File: src/logic/opmt_pkg.sv
// Constants shared by the one-shot, PWM and measurement timer block.
package opmt_pkg;
	// Register indices; byte address is four times the index.
	localparam logic [9:0] IDX_B3_MODE = 10'h31b;
	localparam logic [9:0] IDX_B4_MODE = 10'h31c;
	localparam logic [9:0] IDX_B5_MODE = 10'h31d;
	localparam logic [9:0] IDX_B0_MODE = 10'h35b;
	localparam logic [9:0] IDX_B1_MODE = 10'h35c;
	localparam logic [9:0] IDX_B2_MODE = 10'h35d;
	localparam logic [9:0] IDX_START_PRI = 10'h340;
	localparam logic [9:0] IDX_ONESHOT = 10'h342;
	localparam logic [9:0] IDX_A_VALUE = 10'h346;
	localparam logic [9:0] IDX_B_VALUE = 10'h350;
	localparam logic [9:0] IDX_A_MODE = 10'h356;
	localparam logic [9:0] IDX_PRESC = 10'h35f;
	localparam logic [9:0] IDX_START_SEC = 10'h300;
	localparam int ADDR_W = 12;
	// Field positions.
	localparam int F_OP = 0;
	localparam int F_TRG_USE = 2;
	localparam int F_PIN_FALL = 3;
	localparam int F_PWM8 = 4;
	localparam int F_SRC = 6;
	localparam int F_MEAS = 2;
	localparam int F_MR2 = 4;
	localparam int F_OVF = 5;
	localparam int F_OS_START = 0;
	localparam int F_TRGSEL = 4;
	localparam int F_A_RUN = 0;
	localparam int F_B_RUN = 1;
	localparam int F_B_RUN2 = 0;
	localparam int F_DIV = 0;
	localparam int F_PRE_EN = 7;
	// Encodings.
	localparam logic [1:0] A_OP_ONESHOT = 2'h2;
	localparam logic [1:0] A_OP_PWM = 2'h3;
	localparam logic [1:0] B_OP_TIMER = 2'h0;
	localparam logic [1:0] B_OP_MEASURE = 2'h2;
	localparam logic [1:0] MEAS_FALL = 2'h0;
	localparam logic [1:0] MEAS_RISE = 2'h1;
	localparam logic [1:0] MEAS_BOTH = 2'h2;
	localparam logic [1:0] SRC_F1 = 2'h0;
	localparam logic [1:0] SRC_F8 = 2'h1;
	localparam logic [1:0] SRC_PRE = 2'h2;
	localparam logic [1:0] SRC_SUB = 2'h3;
	localparam logic [1:0] TRG_PIN = 2'h0;
	localparam logic [1:0] TRG_B2 = 2'h1;
	localparam logic [1:0] TRG_PREV = 2'h2;
	localparam logic [1:0] TRG_NEXT = 2'h3;
	localparam logic [1:0] RESP_OKAY = 2'h0;
	localparam logic [1:0] RESP_SLVERR = 2'h2;
	// Counts and reset values.
	localparam logic [15:0] PWM16_PERIOD = 16'hffff;
	localparam logic [15:0] PWM8_PERIOD = 16'h00ff;
	localparam logic [15:0] CNT_MAX = 16'hffff;
	localparam logic [15:0] VAL_RST = 16'h0000;
	localparam logic [7:0] REG_RST = 8'h00;
	localparam logic [2:0] DIV8_LAST = 3'h7;
	typedef enum logic {OPMT_A_IDLE, OPMT_A_COUNT} opmt_a_state_t;
endpackage

File: src/logic/opmt_clk_src.sv
// Count source selector with divide-by-8 and programmable prescaler.
`timescale 1ns/1ns
module opmt_clk_src (
	input wire logic aclk,
	input wire logic aresetn,
	input wire logic [1:0] sel,
	input wire logic [3:0] div,
	input wire logic pre_en,
	input wire logic sub_clock_source,
	output logic tick
);
	typedef struct packed {
		logic [2:0] div8;
		logic [4:0] pre;
		logic sub_prev;
		logic tick;
	} opmt_src_t;

	opmt_src_t s;
	opmt_src_t next_s;
	logic p_tick;
	logic [4:0] pre_last;

	always_comb
	begin
		next_s = s;
		pre_last = 5'({div, 1'b0} - 5'h1);
		// The prescaler stays silent while disabled.
		p_tick = pre_en && (div == 4'h0 || s.pre == pre_last);
		next_s.div8 = 3'(s.div8 + 3'h1);
		next_s.pre = (p_tick || !pre_en) ? 5'h0 : 5'(s.pre + 5'h1);
		next_s.sub_prev = sub_clock_source;
		case (sel)
			opmt_pkg::SRC_F1: next_s.tick = 1'b1;
			opmt_pkg::SRC_F8: next_s.tick = s.div8 == opmt_pkg::DIV8_LAST;
			opmt_pkg::SRC_PRE: next_s.tick = p_tick;
			opmt_pkg::SRC_SUB: next_s.tick = sub_clock_source && !s.sub_prev;
			default: next_s.tick = 1'b0;
		endcase
	end

	always_ff @(posedge aclk)
	begin
		if (!aresetn)
			s <= '0;
		else
			s <= next_s;
	end

	assign tick = s.tick;
endmodule

File: src/logic/opmt_timers.sv
// One-shot/PWM timer A and timer/measurement timer B behind AXI4-Lite.
`timescale 1ns/1ns
// How it works
// - One-shot counts down, interrupts, reloads, stops
// - Retrigger while counting reloads and continues
// - One-shot lasts n ticks; zero never runs
// - Triggers only while run; source selectable
// - Pulse pin high while counting; reads undefined
// - Stopped write loads both; running, reload only
// - Source select: undivided, div8, prescaler, sub
// - Prescaler: zero undivided, else divide 2n
// - PWM reloads at rise; triggers ignored running
// - 16-bit PWM: high n, period 65535
// - 8-bit PWM: prescale m+1, period 255
// - PWM starts on run or on trigger
// - PWM interrupts on each falling edge, except one caused by clearing run
// - Operating mode field selects measurement at 10
// - Measure select chooses edge pairs
// - Overflow flag sets; cleared by aged write
// - B timer counts n+1 ticks, reloads, interrupts
// - B runs on either run bit; timer reads live, measure reads capture
module opmt_timers (
	input wire logic aclk,
	input wire logic aresetn,
	input wire logic [11:0] awaddr,
	input wire logic [2:0] awprot,
	input wire logic awvalid,
	output logic awready,
	input wire logic [31:0] wdata,
	input wire logic [3:0] wstrb,
	input wire logic wvalid,
	output logic wready,
	output logic [1:0] bresp,
	output logic bvalid,
	input wire logic bready,
	input wire logic [11:0] araddr,
	input wire logic [2:0] arprot,
	input wire logic arvalid,
	output logic arready,
	output logic [31:0] rdata,
	output logic [1:0] rresp,
	output logic rvalid,
	input wire logic rready,
	input wire logic sub_clock_source,
	input wire logic a_trigger_input_pin,
	input wire logic b2_overflow,
	input wire logic a_prev_overflow,
	input wire logic a_next_overflow,
	input wire logic b_pulse_input_pin,
	output logic a_pulse_output_pin,
	output logic a_irq,
	output logic b_irq,
	output logic b_underflow
);
	typedef struct packed {
		logic aw_got;
		logic w_got;
		logic [9:0] waddr;
		logic [15:0] wdat;
		logic [1:0] wstb;
		logic bvalid;
		logic [1:0] bresp;
		logic rvalid;
		logic [1:0] rresp;
		logic [15:0] rdata;
		logic [7:0] presc;
		logic [7:0] a_mode;
		logic a_run;
		logic [1:0] a_trgsel;
		logic [15:0] a_reload;
		logic [15:0] a_cnt;
		logic [15:0] a_per;
		logic [7:0] a_pre;
		opmt_pkg::opmt_a_state_t a_state;
		logic a_out;
		logic a_irq;
		logic a_pin_prev;
		logic [7:0] b_mode;
		logic b_run;
		logic [15:0] b_reload;
		logic [15:0] b_cnt;
		logic b_ovf;
		logic b_ovf_aged;
		logic b_edge_seen;
		logic b_pin_prev;
		logic b_irq;
		logic b_uf;
	} opmt_state_t;

	opmt_state_t s;
	opmt_state_t n;
	logic a_tick;
	logic b_tick;

	// Merges the written byte lanes into a 16-bit register.
	function automatic logic [15:0] merge16(input logic [15:0] old,
		input logic [15:0] dat, input logic [1:0] stb);
		merge16 = {stb[1] ? dat[15:8] : old[15:8],
			stb[0] ? dat[7:0] : old[7:0]};
	endfunction

	// Picks the edge of a synchronous pin, rising or falling.
	function automatic logic edge_of(input logic pin, input logic prev,
		input logic fall);
		edge_of = (pin != prev) && (pin != fall);
	endfunction

	opmt_clk_src u_src_a (
		.aclk(aclk),
		.aresetn(aresetn),
		.sel(s.a_mode[opmt_pkg::F_SRC +: 2]),
		.div(s.presc[opmt_pkg::F_DIV +: 4]),
		.pre_en(s.presc[opmt_pkg::F_PRE_EN]),
		.sub_clock_source(sub_clock_source),
		.tick(a_tick)
	);

	opmt_clk_src u_src_b (
		.aclk(aclk),
		.aresetn(aresetn),
		.sel(s.b_mode[opmt_pkg::F_SRC +: 2]),
		.div(s.presc[opmt_pkg::F_DIV +: 4]),
		.pre_en(s.presc[opmt_pkg::F_PRE_EN]),
		.sub_clock_source(sub_clock_source),
		.tick(b_tick)
	);

	always_comb
	begin
		logic do_wr;
		logic os_sw;
		logic hw_trg;
		logic trg;
		logic pwm8;
		logic step;
		logic [15:0] width;
		logic [15:0] period;
		logic [1:0] a_op;
		logic [1:0] b_op;
		logic b_edge;
		logic b_rise;
		logic b_fall;
		n = s;
		do_wr = s.aw_got && s.w_got && !s.bvalid;
		os_sw = 1'b0;
		hw_trg = 1'b0;
		trg = 1'b0;
		step = 1'b0;
		b_edge = 1'b0;
		a_op = s.a_mode[opmt_pkg::F_OP +: 2];
		b_op = s.b_mode[opmt_pkg::F_OP +: 2];
		pwm8 = s.a_mode[opmt_pkg::F_PWM8];
		width = opmt_pkg::VAL_RST;
		period = opmt_pkg::VAL_RST;
		b_rise = 1'b0;
		b_fall = 1'b0;
		n.a_irq = 1'b0;
		n.b_irq = 1'b0;
		n.b_uf = 1'b0;
		// ----------------------------------------------------------
		// Bus slave
		// ----------------------------------------------------------
		if (s.bvalid && bready)
			n.bvalid = 1'b0;
		if (awvalid && awready)
		begin
			n.aw_got = 1'b1;
			n.waddr = awaddr[11:2];
		end
		if (wvalid && wready)
		begin
			n.w_got = 1'b1;
			n.wdat = wdata[15:0];
			n.wstb = wstrb[1:0];
		end
		if (do_wr)
		begin
			n.aw_got = 1'b0;
			n.w_got = 1'b0;
			n.bvalid = 1'b1;
			n.bresp = opmt_pkg::RESP_OKAY;
			case (s.waddr)
				opmt_pkg::IDX_A_VALUE:
				begin
					n.a_reload = merge16(s.a_reload, s.wdat, s.wstb);
					if (s.a_state == opmt_pkg::OPMT_A_IDLE)
						n.a_cnt = n.a_reload;
				end
				opmt_pkg::IDX_A_MODE:
					if (s.wstb[0])
						n.a_mode = s.wdat[7:0];
				opmt_pkg::IDX_START_PRI:
				begin
					if (s.wstb[0])
					begin
						n.a_run = s.wdat[opmt_pkg::F_A_RUN];
						n.b_run = s.wdat[opmt_pkg::F_B_RUN];
					end
				end
				opmt_pkg::IDX_START_SEC:
					if (s.wstb[0])
						n.b_run = s.wdat[opmt_pkg::F_B_RUN2];
				opmt_pkg::IDX_ONESHOT:
				begin
					if (s.wstb[0])
					begin
						os_sw = s.wdat[opmt_pkg::F_OS_START];
						n.a_trgsel = s.wdat[opmt_pkg::F_TRGSEL +: 2];
					end
				end
				opmt_pkg::IDX_B_VALUE:
				begin
					if (s.b_mode[opmt_pkg::F_OP +: 2] !=
						opmt_pkg::B_OP_MEASURE)
					begin
						n.b_reload = merge16(s.b_reload, s.wdat,
							s.wstb);
						if (!s.b_run)
							n.b_cnt = n.b_reload;
					end
				end
				opmt_pkg::IDX_B0_MODE:
				begin
					if (s.wstb[0])
					begin
						n.b_mode = s.wdat[7:0];
						// Only an aged flag on a running timer clears.
						if (!s.wdat[opmt_pkg::F_OVF] && s.b_ovf_aged &&
							s.b_run)
							n.b_ovf = 1'b0;
					end
				end
				opmt_pkg::IDX_PRESC:
					if (s.wstb[0])
						n.presc = s.wdat[7:0];
				default:
					n.bresp = opmt_pkg::RESP_SLVERR;
			endcase
		end
		if (s.rvalid && rready)
			n.rvalid = 1'b0;
		if (arvalid && arready)
		begin
			n.rvalid = 1'b1;
			n.rresp = opmt_pkg::RESP_OKAY;
			n.rdata = opmt_pkg::VAL_RST;
			case (araddr[11:2])
				// Timer A value reads back undefined, shown as zero.
				opmt_pkg::IDX_A_VALUE: n.rdata = opmt_pkg::VAL_RST;
				opmt_pkg::IDX_A_MODE: n.rdata[7:0] = s.a_mode;
				opmt_pkg::IDX_START_PRI:
				begin
					n.rdata[opmt_pkg::F_A_RUN] = s.a_run;
					n.rdata[opmt_pkg::F_B_RUN] = s.b_run;
				end
				opmt_pkg::IDX_START_SEC:
					n.rdata[opmt_pkg::F_B_RUN2] = s.b_run;
				opmt_pkg::IDX_ONESHOT:
					n.rdata[opmt_pkg::F_TRGSEL +: 2] = s.a_trgsel;
				opmt_pkg::IDX_B_VALUE:
					n.rdata = (s.b_mode[opmt_pkg::F_OP +: 2] ==
						opmt_pkg::B_OP_MEASURE) ? s.b_reload : s.b_cnt;
				opmt_pkg::IDX_B0_MODE:
				begin
					n.rdata[7:0] = s.b_mode;
					n.rdata[opmt_pkg::F_OVF] = s.b_ovf;
				end
				opmt_pkg::IDX_PRESC: n.rdata[7:0] = s.presc;
				default: n.rresp = opmt_pkg::RESP_SLVERR;
			endcase
		end
		// ----------------------------------------------------------
		// Timer A: one-shot and PWM
		// ----------------------------------------------------------
		n.a_pin_prev = a_trigger_input_pin;
		case (s.a_trgsel)
			opmt_pkg::TRG_PIN:
				hw_trg = edge_of(a_trigger_input_pin, s.a_pin_prev,
					s.a_mode[opmt_pkg::F_PIN_FALL]);
			opmt_pkg::TRG_B2: hw_trg = b2_overflow;
			opmt_pkg::TRG_PREV: hw_trg = a_prev_overflow;
			opmt_pkg::TRG_NEXT: hw_trg = a_next_overflow;
			default: hw_trg = 1'b0;
		endcase
		width = pwm8 ? {8'h00, n.a_reload[15:8]} : n.a_reload;
		period = pwm8 ? opmt_pkg::PWM8_PERIOD : opmt_pkg::PWM16_PERIOD;
		if (!n.a_run)
			n.a_state = opmt_pkg::OPMT_A_IDLE;
		else
		begin
			case (a_op)
				opmt_pkg::A_OP_ONESHOT:
				begin
					trg = s.a_mode[opmt_pkg::F_TRG_USE] ? hw_trg : os_sw;
					if (trg && n.a_reload != opmt_pkg::VAL_RST)
					begin
						n.a_cnt = n.a_reload;
						n.a_state = opmt_pkg::OPMT_A_COUNT;
					end
					else if (s.a_state == opmt_pkg::OPMT_A_COUNT && a_tick)
					begin
						if (s.a_cnt <= 16'h0001)
						begin
							n.a_irq = 1'b1;
							n.a_cnt = n.a_reload;
							n.a_state = opmt_pkg::OPMT_A_IDLE;
						end
						else
							n.a_cnt = 16'(s.a_cnt - 16'h0001);
					end
				end
				opmt_pkg::A_OP_PWM:
				begin
					// Retriggers while running are ignored.
					trg = s.a_mode[opmt_pkg::F_TRG_USE] ? hw_trg : 1'b1;
					if (s.a_state == opmt_pkg::OPMT_A_IDLE)
					begin
						if (trg)
						begin
							n.a_state = opmt_pkg::OPMT_A_COUNT;
							n.a_per = 16'(period - 16'h0001);
							n.a_pre = 8'h00;
							n.a_cnt = width;
						end
					end
					else if (a_tick)
					begin
						step = !pwm8 || s.a_pre == n.a_reload[7:0];
						n.a_pre = step ? 8'h00 : 8'(s.a_pre + 8'h01);
						if (step && s.a_per == opmt_pkg::VAL_RST)
						begin
							n.a_per = 16'(period - 16'h0001);
							n.a_cnt = width;
						end
						else if (step)
						begin
							n.a_per = 16'(s.a_per - 16'h0001);
							if (s.a_cnt != opmt_pkg::VAL_RST)
								n.a_cnt = 16'(s.a_cnt - 16'h0001);
						end
					end
				end
				default:
					n.a_state = opmt_pkg::OPMT_A_IDLE;
			endcase
		end
		n.a_out = n.a_run && n.a_state == opmt_pkg::OPMT_A_COUNT &&
			(a_op == opmt_pkg::A_OP_ONESHOT ||
			n.a_cnt != opmt_pkg::VAL_RST);
		if (a_op == opmt_pkg::A_OP_PWM && n.a_run && s.a_out && !n.a_out)
			n.a_irq = 1'b1;
		// ----------------------------------------------------------
		// Timer B: timer and measurement
		// ----------------------------------------------------------
		n.b_pin_prev = b_pulse_input_pin;
		b_rise = edge_of(b_pulse_input_pin, s.b_pin_prev, 1'b0);
		b_fall = edge_of(b_pulse_input_pin, s.b_pin_prev, 1'b1);
		case (s.b_mode[opmt_pkg::F_MEAS +: 2])
			opmt_pkg::MEAS_FALL: b_edge = b_fall;
			opmt_pkg::MEAS_RISE: b_edge = b_rise;
			opmt_pkg::MEAS_BOTH: b_edge = b_rise || b_fall;
			default: b_edge = 1'b0;
		endcase
		if (b_tick && s.b_ovf)
			n.b_ovf_aged = 1'b1;
		if (!s.b_run)
			n.b_edge_seen = 1'b0;
		else
		begin
			case (b_op)
				opmt_pkg::B_OP_TIMER:
				begin
					if (b_tick && s.b_cnt == opmt_pkg::VAL_RST)
					begin
						n.b_cnt = n.b_reload;
						n.b_irq = 1'b1;
						n.b_uf = 1'b1;
					end
					else if (b_tick)
						n.b_cnt = 16'(s.b_cnt - 16'h0001);
				end
				opmt_pkg::B_OP_MEASURE:
				begin
					if (b_edge)
					begin
						n.b_reload = s.b_cnt;
						n.b_cnt = opmt_pkg::VAL_RST;
						n.b_irq = s.b_edge_seen;
						n.b_edge_seen = 1'b1;
					end
					else if (b_tick)
					begin
						n.b_cnt = 16'(s.b_cnt + 16'h0001);
						if (s.b_cnt == opmt_pkg::CNT_MAX)
						begin
							n.b_ovf = 1'b1;
							n.b_ovf_aged = 1'b0;
							n.b_irq = 1'b1;
							n.b_uf = 1'b1;
						end
					end
				end
				default:
					n.b_cnt = s.b_cnt;
			endcase
		end
	end

	always_ff @(posedge aclk)
	begin
		if (!aresetn)
		begin
			s <= '0;
			s.a_state <= opmt_pkg::OPMT_A_IDLE;
		end
		else
			s <= n;
	end

	assign awready = !s.aw_got && !s.bvalid;
	assign wready = !s.w_got && !s.bvalid;
	assign bvalid = s.bvalid;
	assign bresp = s.bresp;
	assign arready = !s.rvalid;
	assign rvalid = s.rvalid;
	assign rresp = s.rresp;
	assign rdata = {16'h0000, s.rdata};
	assign a_pulse_output_pin = s.a_out;
	assign a_irq = s.a_irq;
	assign b_irq = s.b_irq;
	assign b_underflow = s.b_uf;
endmodule

File: config.mk
export PLATFORM = sky130hd
export DESIGN_NAME = opmt_timers
export DESIGN_NICKNAME = d
export VERILOG_FILES = /design/src/logic/opmt_pkg.sv /design/src/logic/opmt_clk_src.sv /design/src/logic/opmt_timers.sv
export SDC_FILE = /design/constraint.sdc
export NUM_CORES = 1
export LEC_CHECK = 0
export BUFFER_PORTS_ARGS = -buffer_cell sky130_fd_sc_hd__buf_2
export CAP_MARGIN = 20
export CORE_MARGIN = 1.5
export CORE_UTILIZATION = 35
export CTS_BUF_LIST = sky130_fd_sc_hd__clkbuf_8
export CTS_CLUSTER_DIAMETER = 40
export DETAILED_ROUTE_END_ITERATION = 6
export SLEW_MARGIN = 20
export SYNTH_ARGS = -nofsm -noshare
export SYNTH_HDL_FRONTEND = slang
export SYNTH_SLANG_ARGS = --single-unit
File: constraint.sdc
create_clock -name aclk -period 5.42 [get_ports aclk]
set_input_delay 0.271 -clock aclk [delete_from_list [all_inputs] [get_ports aclk]]
set_output_delay 0.271 -clock aclk [all_outputs]
set_load 0.01 [all_outputs]
After elaboration in Yosys (flattened, before gate mapping)
Index checks and enable logic that the tools add are counted.

word-level totals
  register bits = 197
  input bits = 79
  output and inout port bits = 45
  logic and storage cells = 259

cells by class
  $add $sub $neg = 11
  $lt $le $gt $ge = 1
  equality and inequality tests = 45
  multiplexer cells = 89
  bitwise gates (word level) = 2
  reductions and logical operators = 72

operator list
  operator                 number
  $mux W16                 14
  $eq A10 B10 Y1 const B   16
  $mux W32                 5
  $mux W40                 3
  $pmux W16 S2             2
  $sub A16 B1 Y16 const B  4
  $mux W8                  6
  $reduce_bool A16 Y1      3
  $mux W41                 1
  $mux W35                 1
  $mux W34                 1
  $mux W33                 1
  $logic_not A16 Y1        2
  $mux W1                  29
  $logic_and A1 B1 Y1      27
  $mux W24                 1
  $eq A2 B2 Y1 const B     10
  $mux W19                 1
  $mux W18                 1
  $mux W2                  9
  $add A16 B1 Y16 const B  1
  $eq A16 B16 Y1 const B   1
  $le A16 B1 Y1 const B    1
  $pmux W2 S4              2
  other kinds (32)         78

Depth between registers and ports, before layout
  word-level depth = 18
  gate-level depth with buffers = 15
  gate-level depth less buffers = 13

By module
A second synthesis with hierarchy kept.

second synthesis, totals
  cells, all modules = 1747
  area total of the unflattened synthesis = 13160.1 um2

by module, submodules not included
  module        times used  cells an instance  area an instance (um2)  sequential area each (um2)
  opmt_timers   1           1641               12136.6                 3503.4
  opmt_clk_src  2           53                 511.7                   200.2

Worst setup path before layout
OpenSTA, ideal clock, no wires.

  kind = register to register
  start point = register s[170] in the netlist's numbering
  end point = register s, in the netlist a_irq
  library setup time = 0.084 ns
  data arrival time = 3.705 ns
  data required time = 5.336 ns
  setup slack = 1.630 ns
  stages on the path, launching flop included = 13
  buffers on the path = 1
  period minus slack after synthesis = 3.790 ns
  cell sequence = dfxtp_1 or4b_4 nor4_4 mux2i_1 o21ai_1 o31ai_2 buf_2 nor2_1 o311a_1 nor3_1 nand4_1 or4_4 o31ai_2

on the way
  longest elaborated chain between the ends = 17
  elaborated cells between the ends (all ways) = 41
  classes of those cells = eq/ne (4); mux (25); reduce/logical (12)

ends and longest elaborated chain
  item                                             line                                    source
  start, declared                                  opmt_timers.sv:90                       opmt_state_t s;
  start signal, assigned                           opmt_timers.sv:417                      s <= n;
  $eq A10 B10 Y1                                   opmt_timers.sv:182                      case (s.waddr)
  $mux W32                                         opmt_timers.sv:182
  $mux W35                                         opmt_timers.sv:176                      if (do_wr)
  $eq A8 B8 Y1                                     opmt_timers.sv:328                      step = !pwm8 || s.a_pre == n.a_reload[7:0];
  $logic_or A1 B1 Y1                               opmt_timers.sv:328
  $mux W32 or $logic_and A1 B1 Y1 (tied branches)  opmt_timers.sv:335, opmt_timers.sv:330
  $mux W32                                         opmt_timers.sv:330                      if (step && s.a_per == opmt_pkg::VAL_RST)
  $mux W40                                         opmt_timers.sv:326                      else if (a_tick)
  $mux W40                                         opmt_timers.sv:316                      if (s.a_state == opmt_pkg::OPMT_A_IDLE)
  $pmux W16 S2                                     opmt_timers.sv:291                      case (a_op)
  $mux W40                                         opmt_timers.sv:287                      if (!n.a_run)
  $reduce_bool A16 Y1                              opmt_timers.sv:349                      n.a_cnt != opmt_pkg::VAL_RST);
  $logic_or A1 B1 Y1                               opmt_timers.sv:348                      (a_op == opmt_pkg::A_OP_ONESHOT ||
  $logic_and A1 B1 Y1                              opmt_timers.sv:347                      n.a_out = n.a_run && n.a_state == opmt_pkg::OPMT_A_COUNT &&
  $logic_not A1 Y1                                 opmt_timers.sv:350                      if (a_op == opmt_pkg::A_OP_PWM && n.a_run && s.a_out && !n.a_out)
  $logic_and A1 B1 Y1                              opmt_timers.sv:350
  $mux W1 (*)                                      opmt_timers.sv:350

Mark *: on every way between the ends. The rest lies on a longest branch, timed or not. The select of a mux whose other input is x is not followed.
A chain may end at the register's enable or synchronous reset.

Worst setup path after layout
  start point = register s, in the netlist bvalid
  end point = register s, in the netlist a_irq

on the way
  longest elaborated chain between the ends = 17
  elaborated cells between the ends (all ways) = 37
  classes of those cells = eq/ne (1); mux (22); reduce/logical (14)

ends and longest elaborated chain
  item                                             line                                    source
  $logic_not A1 Y1 (*)                             opmt_timers.sv:144                      do_wr = s.aw_got && s.w_got && !s.bvalid;
  $logic_and A1 B1 Y1 (*)                          opmt_timers.sv:144
  $mux W35                                         opmt_timers.sv:176
  $eq A8 B8 Y1                                     opmt_timers.sv:328
  $logic_or A1 B1 Y1                               opmt_timers.sv:328
  $mux W32 or $logic_and A1 B1 Y1 (tied branches)  opmt_timers.sv:335, opmt_timers.sv:330
  $mux W32                                         opmt_timers.sv:330
  $mux W40                                         opmt_timers.sv:326
  $mux W40                                         opmt_timers.sv:316
  $pmux W16 S2                                     opmt_timers.sv:291
  $mux W40                                         opmt_timers.sv:287
  $reduce_bool A16 Y1                              opmt_timers.sv:349
  $logic_or A1 B1 Y1                               opmt_timers.sv:348
  $logic_and A1 B1 Y1                              opmt_timers.sv:347
  $logic_not A1 Y1                                 opmt_timers.sv:350
  $logic_and A1 B1 Y1                              opmt_timers.sv:350
  $mux W1 (*)                                      opmt_timers.sv:350

Marks and branches as above.

==> summary.md <==
| Metric | Value |
|---|---|
| First-pass GRT wire length | 67.7 mm |
| Critical Path Max Stage Delay | 0.83 ns |
| Rows | 70 |
| Fin crit period | 4.71 ns |
| Cells on Worst Hold Path | 3 |
| Synth unique cells | 90 |
| Worst Hold Class | input pin to flop |
| Critical Path RT | 5.83 ns |
| Worst path cell trace | nand4b_1, nor4_4, mux2i_1, o2111a_1, a22oi_2, a211oi_1, nor3_1, nand4_1, or4_4, o31ai_2 |
| Synthesized instance count | 1680 |
| Syn Std Cell Area | 13100 um^2 |
| Final GP Congestion | 1.00 |
| Worst-Skew Late Latency | 0.50 ns |
| Final ANT Viol Nets | 0 |
| Worst-Margin Slew | 1.04 ns |
| Via/cell ratio | 5.80 |
| Final wirelength | 43.6 mm |
| Status | finished clean |
| TritonCTS clock tree | done |
| Register bit count reported by yosys | 194 |
| Placed Cells | 2131 |
| Detailed Route Iter0 Violations | 1411 |
| WL/cell | 20.1 um |
| CP endpoint kind | flop |
| Die ar. | 38500 um^2 |
| Ports | 124 |
| Pleak | 5.57 nW |
| Peak VDD IR | 0.000158 V |
| Grt met3 use | 3.83% |
| Initial Utilization | 35.6% |
| Pin count of the biggest net entering global routing | 75 |
| Startpoint types | flop |
| Synth Flop Type | dfxtp_1 |
| Share of cells above drive strength 1 | 11.9% |
| Relative slew slack | 31.0% |
| Slowest CP cell | a22oi_2 |
| Reg clk slew, reported paths | 0.12 ns |
| Initial DRT Pass Iterations | 6 |
| Period Utilization, post-route | 87.0% |
| Met2 usage | 37.2% |
| Crit-path max FO | 15 |
| DIE HEIGHT | 196 um |
| Htree depth | 4 |
| Fin. max-slew vios | 0 |
| DP HPWL | 31.4 mm |
| Final Hold Fails | 0 |
| Final non-filler cell total | 2169 |
| Initial antenna violation count | 2 |
| CTS Buf Count | 17 |
| Clock Skews | 0.0272 ns |
| # nets final | 1782 |
| RSZ-0062 raised after global routing | no |
| Chip Width | 196 um |
| TNS Setup | 0 ns |
| GR Layer Usage met1 | 29.4% |
| Final count of negative-setup-slack endpoints | 0 |
| Crit path arrival time | 5.12 ns |
| Achievable clock frequency | 212 MHz |
| Number of port buffers | 77 |
| CTS Buffer Depth | 2 |
| Max-cap violations | 0 |
| Power Dens Cells | 192 nW/um^2 |
| Grt ovf | 0 |
| Total GRT Usage | 22.5% |
| Ys Warns | 0 |
| Vias in the first global route | 11700 |
| Seq/Total Area, Yosys | 29.7% |
| Post-synth EDFFs | 0 |
| Fill count | 3757 |
| Clock sink count | 194 |
| Vias post-DR | 12600 |
| FFs w/ async S/R, synth | 0% |
| Drt drc | 0 |
| Gr busiest metal | met2 |
| Area grow syn2layout | 8.06% |
| Core ar. | 36700 um^2 |
| Mapped Avg Cell Area | 7.77 um^2 |
| Crit Path Class | flop to flop |
| Root Buffer | clkbuf_8 |
| R2R depth | 10 |
| WHS | 0.0123 ns |
==> metrics by stage <==
stage          cell area (um^2)  setup WS [ns]  utilization, %  power [W]
2_1_floorplan             13100           1.63               -    0.00166
3_3_place_gp              13700          0.870            37.2    0.00172
3_5_place_dp              13700          0.832            37.2    0.00173
4_1_cts                   14100          0.808            38.4    0.00273
5_1_grt                   14100          0.432            38.5    0.00281
6_report                  14100          0.707            38.5    0.00271
==> registers in the layout (all words and copies together) (netlist names) <==
name                cells
s                     151
rdata                  16
rresp                   1
u_src_a.s               9
rvalid                  1
b_irq                   1
a_irq                   1
a_pulse_output_pin      1
bresp                   1
bvalid                  1
u_src_b.tick            1
u_src_b.s               8
u_src_a.tick            1
b_underflow             1
==> critical path: cells and delay by family (launching register included) <==
family,cells,cell delay (ns)
mux,1,0.35
simple gates,5,2.37
compound gates,4,1.51
flops,1,0.38
==> repair_timing <==
item                       in CTS  in global routing
setup endpoints to repair       0                  0
hold endpoints to repair        4                  0
resized for setup               0                  0
hold buffers                    4                  0
setup buffers                   0                  0
==> per-layer routing <==
metal	share of wire, %	routed length [um]
met5	0	0
met3	6.8	2960
met2	47	20300
met4	3.0	1310
met1	44	19000
==> path summary, 6_finish.rpt <==
path	start	end	slack [ns]
setup / recovery	bvalid$_SDFFE_PN0P_	a_irq$_SDFF_PN0_	0.71
hold / removal	wdata[13]	s[163]$_SDFFE_PN0P_	0.01
setup reg to reg	bvalid$_SDFFE_PN0P_	a_irq$_SDFF_PN0_	0.71
hold reg to reg	u_src_b.s[7]$_SDFF_PN0_	u_src_b.s[7]$_SDFF_PN0_	0.43
==> synth_stat cells (20+ instances only) <==
library cell  instances  share of area [%]
nand2_1             203                5.8
dfxtp_1             194                 30
nor2_1              141                4.1
mux2i_1             104                8.0
a21oi_1             102                3.9
clkbuf_1             95                2.7
o21ai_0              95                3.6
nor2b_1              77                3.7
nor3_1               52                2.0
a21boi_0             51                2.9
xnor2_1              39                2.6
buf_4                38                2.2
nand3_1              37                1.4
inv_1                34               0.98
xor2_1               26                1.7
and2_1               25                1.2
o211a_1              22                1.7
a31oi_1              20               0.96
==> logic make-up after synthesis <==
kind of cell / share of synthesized area, %
compound gates: 22.4
other cells: 0.0287
buf+inv: 6.48
flops: 29.7
xor+xnor: 4.36
fa+ha+maj: 1.63
mux: 9.84
simple gates: 25.5
==> where the power goes <==
part	leakage (nW)	switching [W]	internal (W)	total, W
registers	1.57	0.0000459	0.00145	0.00150
logic	3.81	0.000118	0.0000823	0.000200
clock network	0.197	0.000607	0.000407	0.00101
==> cell usage in the layout, fill, tap and decap left out, types with 25 or more instances in the layout <==
master,instances
a21boi_0,50
nand3_1,37
nor2b_1,76
inv_1,34
buf_4,36
nor3_1,51
and2_1,25
o21ai_0,95
xor2_1,26
nand2_1,203
a21oi_1,101
buf_2,76
xnor2_1,39
mux2i_1,103
dfxtp_1,194
nor2_1,141
==> area by class of cell <==
| cell class | instances | area, um^2 | area share (%) |
|---|---|---|---|
| multi-input combinational | 1321 | 8410 | 59.6 |
| clock inverter | 13 | 141 | 1.00 |
| sequential | 194 | 3880 | 27.5 |
| tap | 468 | 586 | 4.15 |
| timing repair buffer | 116 | 691 | 4.89 |
| clock buffer | 19 | 262 | 1.85 |
| inverter | 36 | 135 | 0.958 |
| antenna | 2 | 5.00 | 0.0355 |
(Power assumes the default switching activity.)
